## src/core/sbc_consts.svh

```systemverilog
// Register indices, field layouts, reset values and fixed counts of the block.
`ifndef SBC_CONSTS_SVH
`define SBC_CONSTS_SVH

// ****************************************
// Register indices (byte address is four times the index)
// ****************************************
`define SBC_IDX_CTRL 10'h116
`define SBC_IDX_LAT 10'h117
`define SBC_IDX_STAT 10'h11F

// ****************************************
// Field layouts and reset values
// ****************************************
`define SBC_CTRL_WMASK 8'h9F
`define SBC_CTRL_RST 8'h05
`define SBC_LAT_W 5
`define SBC_LAT_RST 5'h04
`define SBC_STAT_W 3

// ****************************************
// Synchroniser width and pin bit positions
// ****************************************
`define SBC_PIN_W 5
`define SBC_PIN_TXCLK 4
`define SBC_PIN_TX_MULTIFRAME_SYNC 3
`define SBC_PIN_TXDATA 2
`define SBC_PIN_RXCLK 1
`define SBC_PIN_RXFS 0

`endif

```

## src/core/sbc_pkg.sv

```systemverilog
// Types shared by the slip buffer control logic.
package sbc_pkg;

  // Receive buffer mode field encodings.
  typedef enum logic [1:0] {
    SBC_RX_BYPASS_LO = 2'b00,
    SBC_RX_SLIP = 2'b01,
    SBC_RX_FIFO = 2'b10,
    SBC_RX_BYPASS_HI = 2'b11
  } sbc_rx_mode_e;

  // Control register, packed in its bit order from bit 7 down to bit 0.
  typedef struct packed {
    logic tx_buffer_fifo_select;
    logic [1:0] reserved;
    logic force_signaling_hold;
    logic slip_signaling_hold_enable;
    logic rx_frame_sync_direction;
    sbc_rx_mode_e rx_buffer_mode_select;
  } sbc_ctrl_s;

  // One signaling update: channel slot and its four signaling bits.
  typedef struct packed {
    logic [4:0] chan;
    logic [3:0] bits;
  } sbc_sig_s;

  // Signaling hold state after a receive slip.
  typedef enum logic [1:0] {
    SBC_HOLD_IDLE = 2'b00,
    SBC_HOLD_PART = 2'b01,
    SBC_HOLD_FULL = 2'b10
  } sbc_hold_e;

endpackage

```

## src/core/sbc_delay.sv

```systemverilog
// Programmable serial delay line used by the transmit and receive buffers.
`timescale 1ns/100ps
module sbc_delay #(
  parameter int DEPTH = 32,
  parameter int LW = 5
) (
  input wire logic clk,
  input wire logic arst_n,
  input wire logic shift_en,
  input wire logic din,
  input wire logic [LW-1:0] lat,
  output logic dout
);

  logic [DEPTH-1:0] sr;

  // ****************************************
  // Shift storage and tap
  // ****************************************

  // Shifts one bit per serial clock edge; the tap gives exactly lat periods.
  always_ff @(posedge clk or negedge arst_n) begin
    if (!arst_n) begin
      sr <= '0;
      dout <= 1'b0;
    end else if (shift_en) begin
      sr <= {sr[DEPTH-2:0], din};
      if (lat == '0) begin
        dout <= din;
      end else begin
        dout <= sr[lat - 1'b1];
      end
    end
  end

endmodule

```

## src/core/sbc_top.sv

```systemverilog
// Slip buffer control: modes, pin directions, signaling hold, APB registers.
//
// Operation
// - Transmit mode bit: 0 slip buffer, 1 FIFO; slip buffer after reset.
// - Transmit serial clock pin is strictly an input to this block.
// - Transmit FIFO latency follows the channel's latency register.
// - Force hold blocks signaling updates to pin and array; clear lets them.
// - Slip hold on: freeze signaling at least one multiframe after a slip.
// - Buffer on: direction bit 0 drives frame sync, 1 receives; resets 1.
// - Mode 00 or 11 bypasses; receive clock and frame sync both outputs.
// - Mode 01 slip, 10 FIFO; receive clock is input; reset value 01.
`timescale 1ns/100ps
`include "sbc_consts.svh"
module sbc_top #(
  parameter int ADDR_W = 12,
  parameter int DEPTH = 32,
  parameter logic [`SBC_LAT_W-1:0] SLIP_LATENCY = 5'h10
) (
  input wire logic CLK_SYS,
  input wire logic ARST_N,
  input wire logic PSEL,
  input wire logic PENABLE,
  input wire logic PWRITE,
  input wire logic [ADDR_W-1:0] PADDR,
  input wire logic [31:0] PWDATA,
  input wire logic [3:0] PSTRB,
  output logic [31:0] PRDATA,
  output logic PREADY,
  output logic PSLVERR,
  input wire logic TX_SERIAL_CLOCK,
  input wire logic TX_MULTIFRAME_SYNC,
  input wire logic TX_SER_DATA,
  output logic TX_LINE_DATA,
  output logic TX_LINE_MSYNC,
  output logic TX_LINE_STB,
  input wire logic RX_LINE_DATA,
  input wire logic RX_LINE_STB,
  input wire logic RX_FRAME_STB,
  input wire logic RX_MFRAME_STB,
  input wire logic RX_SLIP_EVENT,
  output logic RX_SER_DATA,
  input wire logic RX_SERIAL_CLOCK_I,
  output logic RX_SERIAL_CLOCK_O,
  output logic RX_SERIAL_CLOCK_OE_N,
  input wire logic RX_FRAME_SYNC_I,
  output logic RX_FRAME_SYNC_O,
  output logic RX_FRAME_SYNC_OE_N,
  input wire logic SIG_UPD_VALID,
  input wire sbc_pkg::sbc_sig_s SIG_UPD,
  output sbc_pkg::sbc_sig_s RX_SIGNALING_OUT,
  output logic RX_SIGNALING_STB,
  output logic RX_SIG_ARRAY_WE,
  output sbc_pkg::sbc_sig_s RX_SIG_ARRAY_WDATA
);

  // ****************************************
  // Declarations
  // ****************************************
  sbc_pkg::sbc_ctrl_s ctrl;
  logic [`SBC_LAT_W-1:0] latency;
  sbc_pkg::sbc_hold_e hold_state;
  sbc_pkg::sbc_hold_e next_hold_state;
  logic [`SBC_PIN_W-1:0] pin_meta;
  logic [`SBC_PIN_W-1:0] pin_sync;
  logic [`SBC_PIN_W-1:0] pin_last;
  logic tx_clk_rise;
  logic rx_clk_rise;
  logic rx_buf_on;
  logic rx_fifo_on;
  logic rx_fs_input;
  logic frozen;
  logic rx_shift_d;
  logic rx_delay_out;
  logic rx_line_bit;
  logic [`SBC_LAT_W-1:0] tx_lat;
  logic [`SBC_LAT_W-1:0] rx_lat;
  logic [9:0] idx;
  logic idx_ok;
  logic setup;
  logic wr_access;
  logic [7:0] rd_byte;
  logic [`SBC_STAT_W-1:0] status;

  // ****************************************
  // APB slave
  // ****************************************

  // Zero wait states; word index from the byte address, bits 1:0 ignored.
  assign PREADY = 1'b1;
  assign idx = PADDR[11:2];
  assign setup = PSEL && !PENABLE;
  assign wr_access = PSEL && PENABLE && PWRITE && !PSLVERR && PSTRB[0];
  assign idx_ok = (idx == `SBC_IDX_CTRL) || (idx == `SBC_IDX_LAT) ||
                  (idx == `SBC_IDX_STAT);

  // Read mux; reserved and unused bits read as zero.
  always_comb begin
    rd_byte = 8'h00;
    case (idx)
      `SBC_IDX_CTRL: rd_byte = ctrl;
      `SBC_IDX_LAT: rd_byte = {3'h0, latency};
      `SBC_IDX_STAT: rd_byte = {5'h00, status};
      default: rd_byte = 8'h00;
    endcase
  end

  // Read data and error are captured in the setup cycle for the access cycle.
  always_ff @(posedge CLK_SYS or negedge ARST_N) begin
    if (!ARST_N) begin
      PRDATA <= 32'h00000000;
      PSLVERR <= 1'b0;
    end else if (setup) begin
      PRDATA <= PWRITE ? 32'h00000000 : {24'h000000, rd_byte};
      PSLVERR <= !idx_ok;
    end
  end

  // Control register: reserved bits stay zero.
  always_ff @(posedge CLK_SYS or negedge ARST_N) begin
    if (!ARST_N) begin
      ctrl <= sbc_pkg::sbc_ctrl_s'(`SBC_CTRL_RST);
    end else if (wr_access && idx == `SBC_IDX_CTRL) begin
      ctrl <= sbc_pkg::sbc_ctrl_s'(PWDATA[7:0] & `SBC_CTRL_WMASK);
    end
  end

  // FIFO latency register, low five bits only.
  always_ff @(posedge CLK_SYS or negedge ARST_N) begin
    if (!ARST_N) begin
      latency <= `SBC_LAT_RST;
    end else if (wr_access && idx == `SBC_IDX_LAT) begin
      latency <= PWDATA[`SBC_LAT_W-1:0];
    end
  end

  // Status: hold active, receive clock pin input, frame sync pin input.
  assign status = {rx_fs_input, rx_buf_on, frozen};

  // ****************************************
  // Pin synchronisers
  // ****************************************

  // Two flops for every pin from the backplane; a third copy finds edges.
  always_ff @(posedge CLK_SYS or negedge ARST_N) begin
    if (!ARST_N) begin
      pin_meta <= '0;
      pin_sync <= '0;
      pin_last <= '0;
    end else begin
      pin_meta <= {TX_SERIAL_CLOCK, TX_MULTIFRAME_SYNC, TX_SER_DATA,
                   RX_SERIAL_CLOCK_I, RX_FRAME_SYNC_I};
      pin_sync <= pin_meta;
      pin_last <= pin_sync;
    end
  end

  // The transmit clock is only ever sampled, never driven.
  assign tx_clk_rise = pin_sync[`SBC_PIN_TXCLK] &&
                       !pin_last[`SBC_PIN_TXCLK];
  assign rx_clk_rise = pin_sync[`SBC_PIN_RXCLK] && !pin_last[`SBC_PIN_RXCLK];

  // ****************************************
  // Transmit buffer
  // ****************************************

  // FIFO mode uses the programmed latency, slip mode a fixed depth.
  assign tx_lat = ctrl.tx_buffer_fifo_select ? latency : SLIP_LATENCY;

  // Delay line on transmit clock edges; its tap flop is the line data.
  sbc_delay #(
    .DEPTH(DEPTH),
    .LW(`SBC_LAT_W)
  ) u_tx_delay (
    .clk(CLK_SYS),
    .arst_n(ARST_N),
    .shift_en(tx_clk_rise),
    .din(pin_sync[`SBC_PIN_TXDATA]),
    .lat(tx_lat),
    .dout(TX_LINE_DATA)
  );

  // Multiframe sync is taken on the same edge as data; no slip handling.
  always_ff @(posedge CLK_SYS or negedge ARST_N) begin
    if (!ARST_N) begin
      TX_LINE_MSYNC <= 1'b0;
      TX_LINE_STB <= 1'b0;
    end else begin
      TX_LINE_STB <= tx_clk_rise;
      if (tx_clk_rise) begin
        TX_LINE_MSYNC <= pin_sync[`SBC_PIN_TX_MULTIFRAME_SYNC];
      end
    end
  end

  // ****************************************
  // Receive buffer and pin directions
  // ****************************************

  // Modes 01 and 10 enable the buffer; 00 and 11 bypass it.
  assign rx_buf_on =
    (ctrl.rx_buffer_mode_select == sbc_pkg::SBC_RX_SLIP) ||
    (ctrl.rx_buffer_mode_select == sbc_pkg::SBC_RX_FIFO);
  assign rx_fifo_on =
    ctrl.rx_buffer_mode_select == sbc_pkg::SBC_RX_FIFO;
  assign rx_fs_input = rx_buf_on && ctrl.rx_frame_sync_direction;

  // Enables are low while driving: clock driven in bypass only.
  assign RX_SERIAL_CLOCK_OE_N = rx_buf_on;
  assign RX_FRAME_SYNC_OE_N = rx_fs_input;

  // Receive latency: programmed in FIFO mode, fixed in slip mode.
  assign rx_lat = rx_fifo_on ? latency : SLIP_LATENCY;

  // Last line bit, written into the buffer on backplane clock edges.
  always_ff @(posedge CLK_SYS or negedge ARST_N) begin
    if (!ARST_N) begin
      rx_line_bit <= 1'b0;
    end else if (RX_LINE_STB) begin
      rx_line_bit <= RX_LINE_DATA;
    end
  end

  sbc_delay #(
    .DEPTH(DEPTH),
    .LW(`SBC_LAT_W)
  ) u_rx_delay (
    .clk(CLK_SYS),
    .arst_n(ARST_N),
    .shift_en(rx_clk_rise && rx_buf_on),
    .din(rx_line_bit),
    .lat(rx_lat),
    .dout(rx_delay_out)
  );

  // Marks the cycle after a shift, once the tap flop holds the new bit.
  always_ff @(posedge CLK_SYS or negedge ARST_N) begin
    if (!ARST_N) begin
      rx_shift_d <= 1'b0;
    end else begin
      rx_shift_d <= rx_clk_rise && rx_buf_on;
    end
  end

  // Bypass forwards line data with a one-cycle low clock pulse per bit.
  always_ff @(posedge CLK_SYS or negedge ARST_N) begin
    if (!ARST_N) begin
      RX_SER_DATA <= 1'b0;
      RX_SERIAL_CLOCK_O <= 1'b1;
      RX_FRAME_SYNC_O <= 1'b0;
    end else begin
      RX_FRAME_SYNC_O <= RX_FRAME_STB;
      if (rx_buf_on) begin
        RX_SERIAL_CLOCK_O <= 1'b1;
        if (rx_shift_d) begin
          RX_SER_DATA <= rx_delay_out;
        end
      end else if (RX_LINE_STB) begin
        RX_SER_DATA <= RX_LINE_DATA;
        RX_SERIAL_CLOCK_O <= 1'b0;
      end else begin
        RX_SERIAL_CLOCK_O <= 1'b1;
      end
    end
  end

  // ****************************************
  // Signaling hold after a receive slip
  // ****************************************

  // A slip waits out the partial multiframe and then one whole one.
  always_comb begin
    next_hold_state = hold_state;
    case (hold_state)
      sbc_pkg::SBC_HOLD_IDLE: begin
        if (RX_SLIP_EVENT && ctrl.slip_signaling_hold_enable) begin
          next_hold_state = sbc_pkg::SBC_HOLD_PART;
        end
      end
      sbc_pkg::SBC_HOLD_PART: begin
        if (RX_MFRAME_STB) begin
          next_hold_state = sbc_pkg::SBC_HOLD_FULL;
        end
      end
      sbc_pkg::SBC_HOLD_FULL: begin
        if (RX_MFRAME_STB) begin
          next_hold_state = sbc_pkg::SBC_HOLD_IDLE;
        end
      end
      default: next_hold_state = sbc_pkg::SBC_HOLD_IDLE;
    endcase
    // A new slip restarts the hold; disabling the feature releases it.
    if (!ctrl.slip_signaling_hold_enable) begin
      next_hold_state = sbc_pkg::SBC_HOLD_IDLE;
    end else if (RX_SLIP_EVENT) begin
      next_hold_state = sbc_pkg::SBC_HOLD_PART;
    end
  end

  always_ff @(posedge CLK_SYS or negedge ARST_N) begin
    if (!ARST_N) begin
      hold_state <= sbc_pkg::SBC_HOLD_IDLE;
    end else begin
      hold_state <= next_hold_state;
    end
  end

  // Updates are blocked by the force bit or by a slip hold.
  assign frozen = ctrl.force_signaling_hold ||
                  (hold_state != sbc_pkg::SBC_HOLD_IDLE);

  // Accepted updates go to the pin and the array in the same cycle.
  always_ff @(posedge CLK_SYS or negedge ARST_N) begin
    if (!ARST_N) begin
      RX_SIGNALING_OUT <= '0;
      RX_SIGNALING_STB <= 1'b0;
      RX_SIG_ARRAY_WE <= 1'b0;
      RX_SIG_ARRAY_WDATA <= '0;
    end else begin
      RX_SIGNALING_STB <= SIG_UPD_VALID && !frozen;
      RX_SIG_ARRAY_WE <= SIG_UPD_VALID && !frozen;
      if (SIG_UPD_VALID && !frozen) begin
        RX_SIGNALING_OUT <= SIG_UPD;
        RX_SIG_ARRAY_WDATA <= SIG_UPD;
      end
    end
  end

endmodule

```

## config.mk

```make
export PLATFORM = sky130hd
export DESIGN_NAME = sbc_top
export DESIGN_NICKNAME = d
export VERILOG_FILES = /design/src/core/sbc_pkg.sv /design/src/core/sbc_delay.sv /design/src/core/sbc_top.sv
export VERILOG_INCLUDE_DIRS = /design/src /design/src/core
export SDC_FILE = /design/constraint.sdc
export NUM_CORES = 1
export LEC_CHECK = 0
export BUFFER_PORTS_ARGS = -buffer_cell sky130_fd_sc_hd__buf_2
export CORE_UTILIZATION = 30
export CTS_CLUSTER_SIZE = 14
export DETAILED_ROUTE_END_ITERATION = 10
export PLACE_DENSITY = 0.54
export RECOVER_POWER = 50
export SYNTH_ARGS = -nofsm -noshare
export SYNTH_HDL_FRONTEND = slang
export SYNTH_SLANG_ARGS = --single-unit
```

## constraint.sdc

```tcl
create_clock -name CLK_SYS -period 2.65 [get_ports CLK_SYS]
set_input_delay 0.1325 -clock CLK_SYS [delete_from_list [all_inputs] [get_ports CLK_SYS]]
set_output_delay 0.1325 -clock CLK_SYS [all_outputs]
set_load 0.05 [all_outputs]
```

==> run summary, run 1 <==
Vias/cell - 4.66
CP Launch Type - flop
Detail Route Antenna Nets - 0
Synth Cell Area - 5440 um^2
DRC - 0
Routability congestion estimate from global placement - 0.773
TritonCTS clock tree - built
Mapped Cells - 428
Min Clock Period, post-route - 2390 ps
Worst min-delay path class - input port to flop
Worst Path Required - 2950 ps
Most area-hungry cell type in the Yosys netlist - dfrtp_1
Initial antenna violation count - 0
Seq pwr share - 41.1%
Post-DP HPWL - 7470 um
I/O pin cnt - 135
DIE AREA - 18700 um^2
Top-count cell post-synth - dfrtp_1
Later-pin clock latency in the skew report - 410 ps
Detailed Routing Iterations Pass 1 - 4
Yosys reg bits - 113
Number of setup buffers added after CTS - 0
Die extent in x - 137 um
Clock power share - 43.9%
Final setup vio count - 0
Critical path type - flop to flop
Clock Pin Slew Worst Setup and Hold Paths - 60 ps
GRT Total Usage - 12.7%
Top post-synthesis cells by area - dfrtp_1, mux2_2, buf_4
CP arrival - 2690 ps
Port buffer count - 75
Synth Flop Type - dfrtp_1
Register Area - 2830 um^2
Setup TNS - 0 ps
CP max FO - 7
H-Tree Depth - 4
Final slew viol count - 0
Synth top cells by count - dfrtp_1, mux2_2, buf_4
Clk sinks - 113
Die Y - 137 um
RSZ-0062 raised after global routing - false
Cell internal pwr - 3.84 mW
Async SR Flop Fraction - 100%
Area delta synth->final - 24.3%
Mean Syn Cell Area - 12.7 um^2
EDFF count, synth - 0
Filler cells - 1652
Status - finished, final reports clean
Worst setup EP type - flop
Synthesis Warnings - 0
VDD IR max - 0.454 mV
Layout Skew - 9.20 ps
Switching power share of the total - 26.9%
Worst slew margin - 21.3%
Core area - 17500 um^2
Hold Fails Final Rpt - 0
Design Power - 5.26 mW
Post-synth cell types - 56
Fraction of layout cells with a size suffix above 1 - 38.0%
First-pass GRT wire length - 18000 um
FMAX - 418 MHz
Initial Util - 31.1%
Multi-input gate area - 2290 um^2
Switch Pwr - 1.41 mW
# diodes - 0
Number of global-route vias before repair - 3550
Final hold slack - 30.9 ps
Clock buffer depth - 2
LEAKAGE - 3.12 nW
Total Wirelength - 10800 um
Num CTS Buffers - 17
Drt wl/cell - 14.1 um
Row cnt - 48
Via count - 3557
Worst-margin pin slew - 1180 ps
Power density over the cells - 778 nW/um^2
Global route total overflow - 0
Seq/Total Area, Yosys - 52.1%
Largest net degree at the start of global routing - 67
Clock root cell - clkbuf_16
Post-synth top area share - 50.1%
Max-cap violations - 0
Post-CTS sizing - 0
Combinational group share of total power - 15.0%
Nets@finish - 601
Initial DRC Count - 148
Final period util - 90.3%
==> critical path: stages, from the launching register on <==
cell	delay, ps
dfrtp_1	380
nand2_1	110
ha_1	280
xnor2_4	320
mux4_1	600
a32oi_1	210
mux2i_1	90
o32a_1	280
==> area by class of cell <==
class / instances / share of cell area, %
sequential: 113 / 41.9
multi-input combinational: 272 / 33.8
timing repair buffer: 115 / 10.8
clock buffer: 18 / 6.50
tap: 225 / 4.17
clock inverter: 14 / 2.44
inverter: 7 / 0.389
==> power by group through the flow <==
stage / logic [mW] / registers (mW) / clock network [mW]
global route: 0.854 / 2.20 / 2.44
global placement: 0.764 / 2.17 / 0
finish: 0.789 / 2.16 / 2.31
CTS: 0.809 / 2.16 / 2.37
detailed placement: 0.779 / 2.19 / 0
floorplan: 0.572 / 2.21 / 0
==> registers in the layout (all words and copies together) (netlist names), 2 cells and up <==
signal,flops
u_rx_delay.sr,32
u_tx_delay.sr,32
RX_SIG_ARRAY_WDATA,9
PRDATA,6
ctrl,6
latency,5
pin_meta,4
pin_sync,4
hold_state,2
pin_last,2
==> per-layer routing <==
| metal | wire length, um | GRT usage (%) |
|---|---|---|
| met5 | 0 | 0 |
| met4 | 133 | 5.06 |
| met3 | 525 | 3.52 |
| met2 | 5150 | 20.1 |
| met1 | 5000 | 16.3 |
==> worst paths after layout <==
| path | start | to | slack (ps) | cells past startpoint |
|---|---|---|---|---|
| hold reg to reg | pin_meta[1]$_DFF_PN0_ | pin_sync[1]$_DFF_PN0_ | 350 | 0 |
| hold / removal | PWRITE | PRDATA[7]$_DFFE_PN0P_ | 30 | 4 |
| setup reg to reg | ctrl[7]$_DFFE_PN0P_ | u_tx_delay.dout$_DFFE_PN0P_ | 260 | 7 |
| setup / recovery | ctrl[7]$_DFFE_PN0P_ | u_tx_delay.dout$_DFFE_PN0P_ | 260 | 7 |
| max in group asynchronous | ARST_N | latency[0]$_DFFE_PN0P_ | 530 | 3 |
| min in group asynchronous | ARST_N | pin_meta[3]$_DFF_PN0_ | 490 | 2 |
==> logic make-up (layout without fill, tap and decap cells) <==
family                   Yosys count  after routing  share of synthesized area (%)
flip-flops                       113            113                           52.1
multiplexers                     104            104                           24.0
AND/OR/NAND/NOR                   83             83                           8.49
buffers and inverters             68            154                           7.57
AO/OA/AOI/OAI                     53             53                           6.42
XOR/XNOR                           3              3                          0.828
adder cells (fa/ha/maj)            2              2                          0.460
other                              2             27                          0.138
==> placed cells by master (no fill, tap or decap), drive strengths merged, types with 4 or more instances in the layout <==
| cell type | n |
|---|---|
| nand4 | 6 |
| inv | 7 |
| buf | 72 |
| nor3 | 4 |
| dlygate4sd3 | 24 |
| dfstp | 4 |
| a31oi | 4 |
| nand2 | 25 |
| clkinvlp | 5 |
| a21oi | 8 |
| nor2 | 15 |
| nor2b | 9 |
| nand3 | 5 |
| mux2 | 85 |
| clkbuf | 37 |
| mux2i | 9 |
| conb | 27 |
| o21ai | 16 |
| nand2b | 6 |
| clkinv | 6 |
| dfrtp | 109 |
| mux4 | 10 |
==> timing repair <==
| item | 4_1_cts | 5_1_grt |
|---|---|---|
| endpoints found under the setup margin | 0 | 0 |
| hold buffers | 24 | 0 |
| endpoints found under the hold margin | 77 | 0 |
==> through the flow <==
stage / instance area, um^2 / util, % / worst slack [ps] / instances
after floorplan: 5530 / - / 16.0 / 453
after detailed placement: 5960 / 34.1 / 270 / 708
after global placement: 5960 / 34.1 / 293 / 708
after CTS: 6800 / 38.9 / 254 / 764
after global routing: 6760 / 38.7 / 72.3 / 764
final: 6760 / 38.7 / 257 / 764
Power figures use the tool's default switching activity.
==> run 2: changes to the inputs <==
--- a/config.mk
+++ b/config.mk
@@ -6,11 +6,13 @@
 export SDC_FILE = /design/constraint.sdc
 export NUM_CORES = 1
 export LEC_CHECK = 0
+export ABC_AREA = 1
 export BUFFER_PORTS_ARGS = -buffer_cell sky130_fd_sc_hd__buf_2
-export CORE_UTILIZATION = 30
+export CAP_MARGIN = 20
+export CORE_UTILIZATION = 48
 export CTS_CLUSTER_SIZE = 14
 export DETAILED_ROUTE_END_ITERATION = 10
-export PLACE_DENSITY = 0.54
+export PLACE_DENSITY = 0.78
 export RECOVER_POWER = 50
 export SYNTH_ARGS = -nofsm -noshare
 export SYNTH_HDL_FRONTEND = slang
==> run summary, run 2 <==
Min Clock Period, post-route - 2260 ps
Synth Flop Type - dfrtp_1
Synth top cells by count - nand2_1, dfrtp_1, inv_1
Synthesis Warnings - 0
GRT busiest layer - met2
Yosys reg bits - 113
Vias/cell - 4.93
End of the worst register-to-register path - u_rx_delay.dout$_DFFE_PN0P_
Total Wirelength - 11700 um
RR Startpoint - ctrl[0]$_DFFE_PN1P_
Max-cap violations - 1
Final WS setup - 392 ps
Mean Syn Cell Area - 7.95 um^2
DRC - 0
Critical path cell sequence - inv_1 -> ha_1 -> nand2_4 -> buf_4 -> nand2_1 -> o21ai_1 -> nand2_1 -> nand3_1 -> nand2_1 -> nand2_1 -> nand3_1 -> nand3_1 -> nand2_1 -> inv_1
# diodes - 0
Crit path max-delay family - simple AND/OR/NAND/NOR gates
Critical path type - flop to flop
Largest family of logic cells by synthesized area - simple AND/OR/NAND/NOR gates
Final setup vio count - 0
CP max FO - 22
Clock buffer depth - 2
Critical Path End - u_rx_delay.dout$_DFFE_PN0P_
EDFF count, synth - 0
R2R setup slack - 390 ps
Fraction of layout cells with a size suffix above 1 - 15.4%
Worst path slowest cell - dfstp_2
Filler cells - 940
Drt wl/cell - 12.4 um
Detail Route Antenna Nets - 0
Initial Util - 50.0%
Clock Pin Slew Worst Setup and Hold Paths - 50 ps
Hold-fix buffers, CTS - 23
Setup TNS - 0 ps
Core area - 11000 um^2
FMAX - 443 MHz
Register Area - 2830 um^2
TritonCTS clock tree - built
CP arrival - 2600 ps
R2R cell count - 14
Post-synth top area share - 49.4%
Clk sinks - 113
Initial antenna violation count - 0
Worst setup EP type - flop
Final slew viol count - 42
Routability congestion estimate from global placement - 0.818
Row cnt - 38
Final period util - 85.2%
Failing checks - capacitance limit, slew limit
Multi-input gate area - 2120 um^2
Synth Area in Compound Gates - 7.85%
Slowest stage delay, CP - 530 ps
Post-synth cell types - 36
Met1 usage - 27.0%
Detailed Routing Iterations Pass 1 - 5
Top post-synthesis cells by area - dfrtp_1, nand2_1, nand3_1
CP Depth - 14
DIE AREA - 11900 um^2
Worst slew margin - -3.78%
Worst Path Required - 2990 ps
Post-Place Setup Slack - 419 ps
M2 GR Usage - 38.4%
VDD IR max - 0.823 mV
Cell mode on critical path - nand2_1
I/O pin cnt - 135
Num CTS Buffers - 17
Most frequent cells in the layout - nand2_1, dfrtp_1, buf_2
Initial DRC Count - 295
H-Tree Depth - 4
Post-DP HPWL - 7400 um
Nets@finish - 860
Status - finished with violations
Top-count cell post-synth - nand2_1
Number of setup buffers added after CTS - 0
Die extent in x - 109 um
Async SR Flop Fraction - 100%
Port buffer count - 75
Layout Skew - 7.08 ps
Largest net degree at the start of global routing - 49
Area delta synth->final - 21.6%
Largest regs - u_rx_delay.sr x32, u_tx_delay.sr x32, RX_SIG_ARRAY_WDATA x9
Worst-margin pin slew - 1560 ps
First-pass GRT wire length - 20500 um
Later-pin clock latency in the skew report - 400 ps
GRT Total Usage - 22.0%
GRT met3 Usage - 6.22%
Mux cell area share after synthesis - 0.408%
Most area-hungry cell type in the Yosys netlist - dfrtp_1
Global route total overflow - 0
Mapped Cells - 694
Buf/Inv on CP - 3
Seq/Total Area, Yosys - 51.3%
Clock root cell - clkbuf_16
Power density over the cells - 726 nW/um^2
CP Launch Type - flop
Number of global-route vias before repair - 4565
Synth Area in XOR/XNOR - 0.612%
LEAKAGE - 3.51 nW
Hold Fails Final Rpt - 0
CP startpoint - ctrl[0]$_DFFE_PN1P_
RSZ-0062 raised after global routing - false
Die Y - 109 um
Most common cell after layout, fill and taps aside - nand2_1
Post-synthesis simple-gate area fraction - 27.3%
Via count - 4626
Worst min-delay path class - input port to flop
Synth Area in Adders - 0.454%
Post-CTS sizing - 0
Synth Cell Area - 5520 um^2
-- run 2: cell count changes in the layout (fill, tap and decap cells not counted), moves of 9 or more --
cell / change
mux2i_1: -9
o21ai_0: +35
buf_2: +12
mux2_2: -75
nand3_1: +54
buf_4: -9
inv_1: +57
nand2_1: +254
nor2b_1: -9
o21ai_1: +10
-- run 2: metrics by stage --
| stage | cell area [um^2] | power [mW] | hold WS, ps | instances | util (%) |
|---|---|---|---|---|---|
| 6_report | 6710 | 4.87 | 17.5 | 938 | 60.8 |
| 5_1_grt | 6710 | 5.06 | 18.8 | 938 | 60.8 |
| 4_1_cts | 6730 | 4.90 | 3.36 | 938 | 61.0 |
| 3_5_place_dp | 5840 | 2.34 | 179 | 883 | 52.9 |
| 3_3_place_gp | 5840 | 2.33 | 178 | 883 | 52.9 |
| 2_1_floorplan | 5610 | 2.25 | -163 | 719 | - |
-- run 2: tightest hold or removal path, cell delays in order --
cell,delay (ps)
buf_2,100
inv_1,50
o21ai_0,80
-- run 2: layout make-up --
type	instances	share of cell area, %
clock inverters	11	3.13
inverters	67	3.75
flip-flops and latches	113	42.2
repair buffers	106	9.92
well taps	140	2.61
clock buffers	21	6.71
multi-input cells	480	31.6
-- run 2: routing by layer --
metal	wire length, um	up-vias
met3	577	9
met1	5190	2178
met4	105	0
met5	0	-
met2	5800	132
li1	-	2307
-- run 2: report_power, final --
group | internal (mW) | total (mW) | switching (mW)
Sequential | 1.81 | 1.86 | 0.0471
Combinational | 0.117 | 0.484 | 0.367
Clock | 1.78 | 2.53 | 0.751
Total | 3.71 | 4.87 | 1.17
-- run 2: worst min-delay path by stage --
stage | start | endpoint | slack (ps) | cells past startpoint
CTS | PWDATA[3] | ctrl[3]$_DFFE_PN0P_ | 3 | 3
finish | PWDATA[3] | ctrl[3]$_DFFE_PN0P_ | 20 | 3
global route | PWDATA[3] | ctrl[3]$_DFFE_PN0P_ | 20 | 3
floorplan | ARST_N | PRDATA[0]$_DFFE_PN0P_ | -160 | 0
detailed placement | ARST_N | RX_FRAME_SYNC_O$_DFF_PN0_ | 180 | 1
global placement | ARST_N | RX_FRAME_SYNC_O$_DFF_PN0_ | 180 | 1
-- run 2: cell families after synthesis --
kind of cell | Yosys count
XOR/XNOR | 3
AO/OA/AOI/OAI | 78
AND/OR/NAND/NOR | 368
multiplexers | 2
other | 2
buffers and inverters | 126
flip-flops | 113
adder cells (fa/ha/maj) | 2
==> run 3: changes to the inputs <==
--- a/config.mk
+++ b/config.mk
@@ -9,10 +9,10 @@
 export ABC_AREA = 1
 export BUFFER_PORTS_ARGS = -buffer_cell sky130_fd_sc_hd__buf_2
 export CAP_MARGIN = 20
-export CORE_UTILIZATION = 48
+export CORE_UTILIZATION = 58
 export CTS_CLUSTER_SIZE = 14
 export DETAILED_ROUTE_END_ITERATION = 10
-export PLACE_DENSITY = 0.78
+export PLACE_DENSITY = 0.88
 export RECOVER_POWER = 50
 export SYNTH_ARGS = -nofsm -noshare
 export SYNTH_HDL_FRONTEND = slang
==> constraint.sdc (replaced) <==
create_clock -name CLK_SYS -period 2.8 [get_ports CLK_SYS]
set_input_delay 0.56 -clock CLK_SYS [delete_from_list [all_inputs] [get_ports CLK_SYS]]
set_output_delay 0.56 -clock CLK_SYS [all_outputs]
set_load 0.05 [all_outputs]
==> run summary, run 3 (same netlist as run 2, synthesis figures left out) <==
R2R cell count - 13
Worst min-delay path class - input port to flop
End of the worst register-to-register path - u_rx_delay.dout$_DFFE_PN0P_
Placed cells - 871
Final slew viol count - 80
Nets@finish - 836
Hold Path Cell Cnt - 1
FMAX - 382 MHz
Detailed Routing Iterations Pass 1 - 5
First-pass GRT wire length - 19800 um
Drt wl/cell - 12.7 um
GRT Total Usage - 25.5%
Setup TNS - 0 ps
Critical path type - flop to output port
Global route total overflow - 0
WHS Endpoint - pin_meta[1]$_DFF_PN0_
H-Tree Depth - 4
Total Wirelength - 11500 um
Clock root cell - clkbuf_8
Most frequent cells in the layout - nand2_1, dfrtp_1, buf_2
Hold Fails Final Rpt - 0
Via count - 4639
Layout Skew - 6.59 ps
CP arrival - 2060 ps
Slowest stage delay, CP - 530 ps
Area delta synth->final - 14.7%
DIE AREA - 9910 um^2
Largest net degree at the start of global routing - 53
Die Y - 99.5 um
Initial Util - 59.7%
Initial DRC Count - 350
Crit path max-delay family - flip-flops
Min-Delay Startpoint - RX_SERIAL_CLOCK_I
I/O pin cnt - 135
Final cell count without fillers - 903
Num CTS Buffers - 17
Final period util - 93.5%
DRC - 0
Number of global-route vias before repair - 4495
Status - finished with violations
Core area - 9240 um^2
Most common cell after layout, fill and taps aside - nand2_1
Final setup vio count - 0
Initial antenna violation count - 0
Detail Route Antenna Nets - 0
CP Launch Type - flop
Min Clock Period, post-route - 2620 ps
Die extent in x - 99.5 um
Worst slew margin - -23.1%
Critical path cell sequence - inv_1 -> ha_1 -> nor2_1 -> buf_2
Number of setup buffers added after CTS - 0
Filler cells - 680
Clk sinks - 113
Row cnt - 35
CP startpoint - ctrl[0]$_DFFE_PN1P_
TritonCTS clock tree - built
RSZ-0062 raised after global routing - false
Port buffer count - 75
Vias/cell - 5.14
Buf/Inv on CP - 2
CP max FO - 5
Clock buffer depth - 2
Largest regs - u_rx_delay.sr x32, u_tx_delay.sr x32, RX_SIG_ARRAY_WDATA x9
Max-cap violations - 2
VDD IR max - 0.392 mV
Worst setup EP type - output port
Fraction of layout cells with a size suffix above 1 - 16.5%
Worst path slowest cell - dfstp_2
Routability congestion estimate from global placement - 0.867
Failing checks - capacitance limit, slew limit
RR Startpoint - ctrl[0]$_DFFE_PN1P_
Power density over the cells - 650 nW/um^2
R2R setup slack - 360 ps
Later-pin clock latency in the skew report - 520 ps
Worst-margin pin slew - 1850 ps
Worst Path Required - 2240 ps
Hold-fix buffers, CTS - 0
Clock Pin Slew Worst Setup and Hold Paths - 60 ps
# diodes - 0
CP Depth - 4
Post-DP HPWL - 7520 um
LEAKAGE - 3.34 nW
Post-CTS sizing - 0
[run 3: cell count changes in the layout (fill, tap and decap cells not counted), moves of 5 or more]
cell / previous run / this run
dlygate4sd3_1: 23 / 0
clkbuf_1: 9 / 3
clkinvlp_4: 2 / 8
buf_2: 69 / 74
bufinv_16: 6 / 1
[run 3: worst max-delay path by stage]
stage                                       end  slack [ps]
floorplan                    RX_FRAME_SYNC_OE_N         620
global placement    u_rx_delay.dout$_DFFE_PN0P_         520
detailed placement  u_rx_delay.dout$_DFFE_PN0P_         440
CTS                          RX_FRAME_SYNC_OE_N         200
global route        u_rx_delay.dout$_DFFE_PN0P_          80
finish                       RX_FRAME_SYNC_OE_N         180
[run 3: cell type report]
cell class	count	area [um^2]	share of cell area (%)
multi-input combinational	480	2120	33.6
clock inverter	14	119	1.88
clock buffer	18	418	6.61
sequential	113	2830	44.8
tap	129	161	2.55
timing repair buffer	82	420	6.65
inverter	67	251	3.98
[run 3: layer usage]
metal	share of wire, %	global-route usage, %	wire (um)	vias up
li1	-	-	-	2258
met1	41	31.1	4720	2201
met2	52	42.4	5960	154
met3	4.2	4.85	485	26
met4	2.7	15.3	313	0
met5	0	0	0	-
[run 3: metrics by stage]
step | hold WS [ps] | instance area [um^2] | util (%) | power, mW | worst slack (ps)
2_1_floorplan | 264 | 5610 | - | 2.13 | 615
3_3_place_gp | 332 | 5810 | 62.9 | 2.20 | 518
3_5_place_dp | 336 | 5810 | 62.9 | 2.22 | 442
4_1_cts | 7.95 | 6350 | 68.7 | 4.14 | 202
5_1_grt | 121 | 6330 | 68.5 | 4.26 | 77.2
6_report | 142 | 6330 | 68.5 | 4.11 | 183
[run 3: power by group]
group | leakage [nW] | switching, mW | internal [mW]
registers | 1.50 | 0.0441 | 1.71
logic | 1.60 | 0.344 | 0.0903
clock network | 0.241 | 0.756 | 1.17
total | 3.34 | 1.14 | 2.97
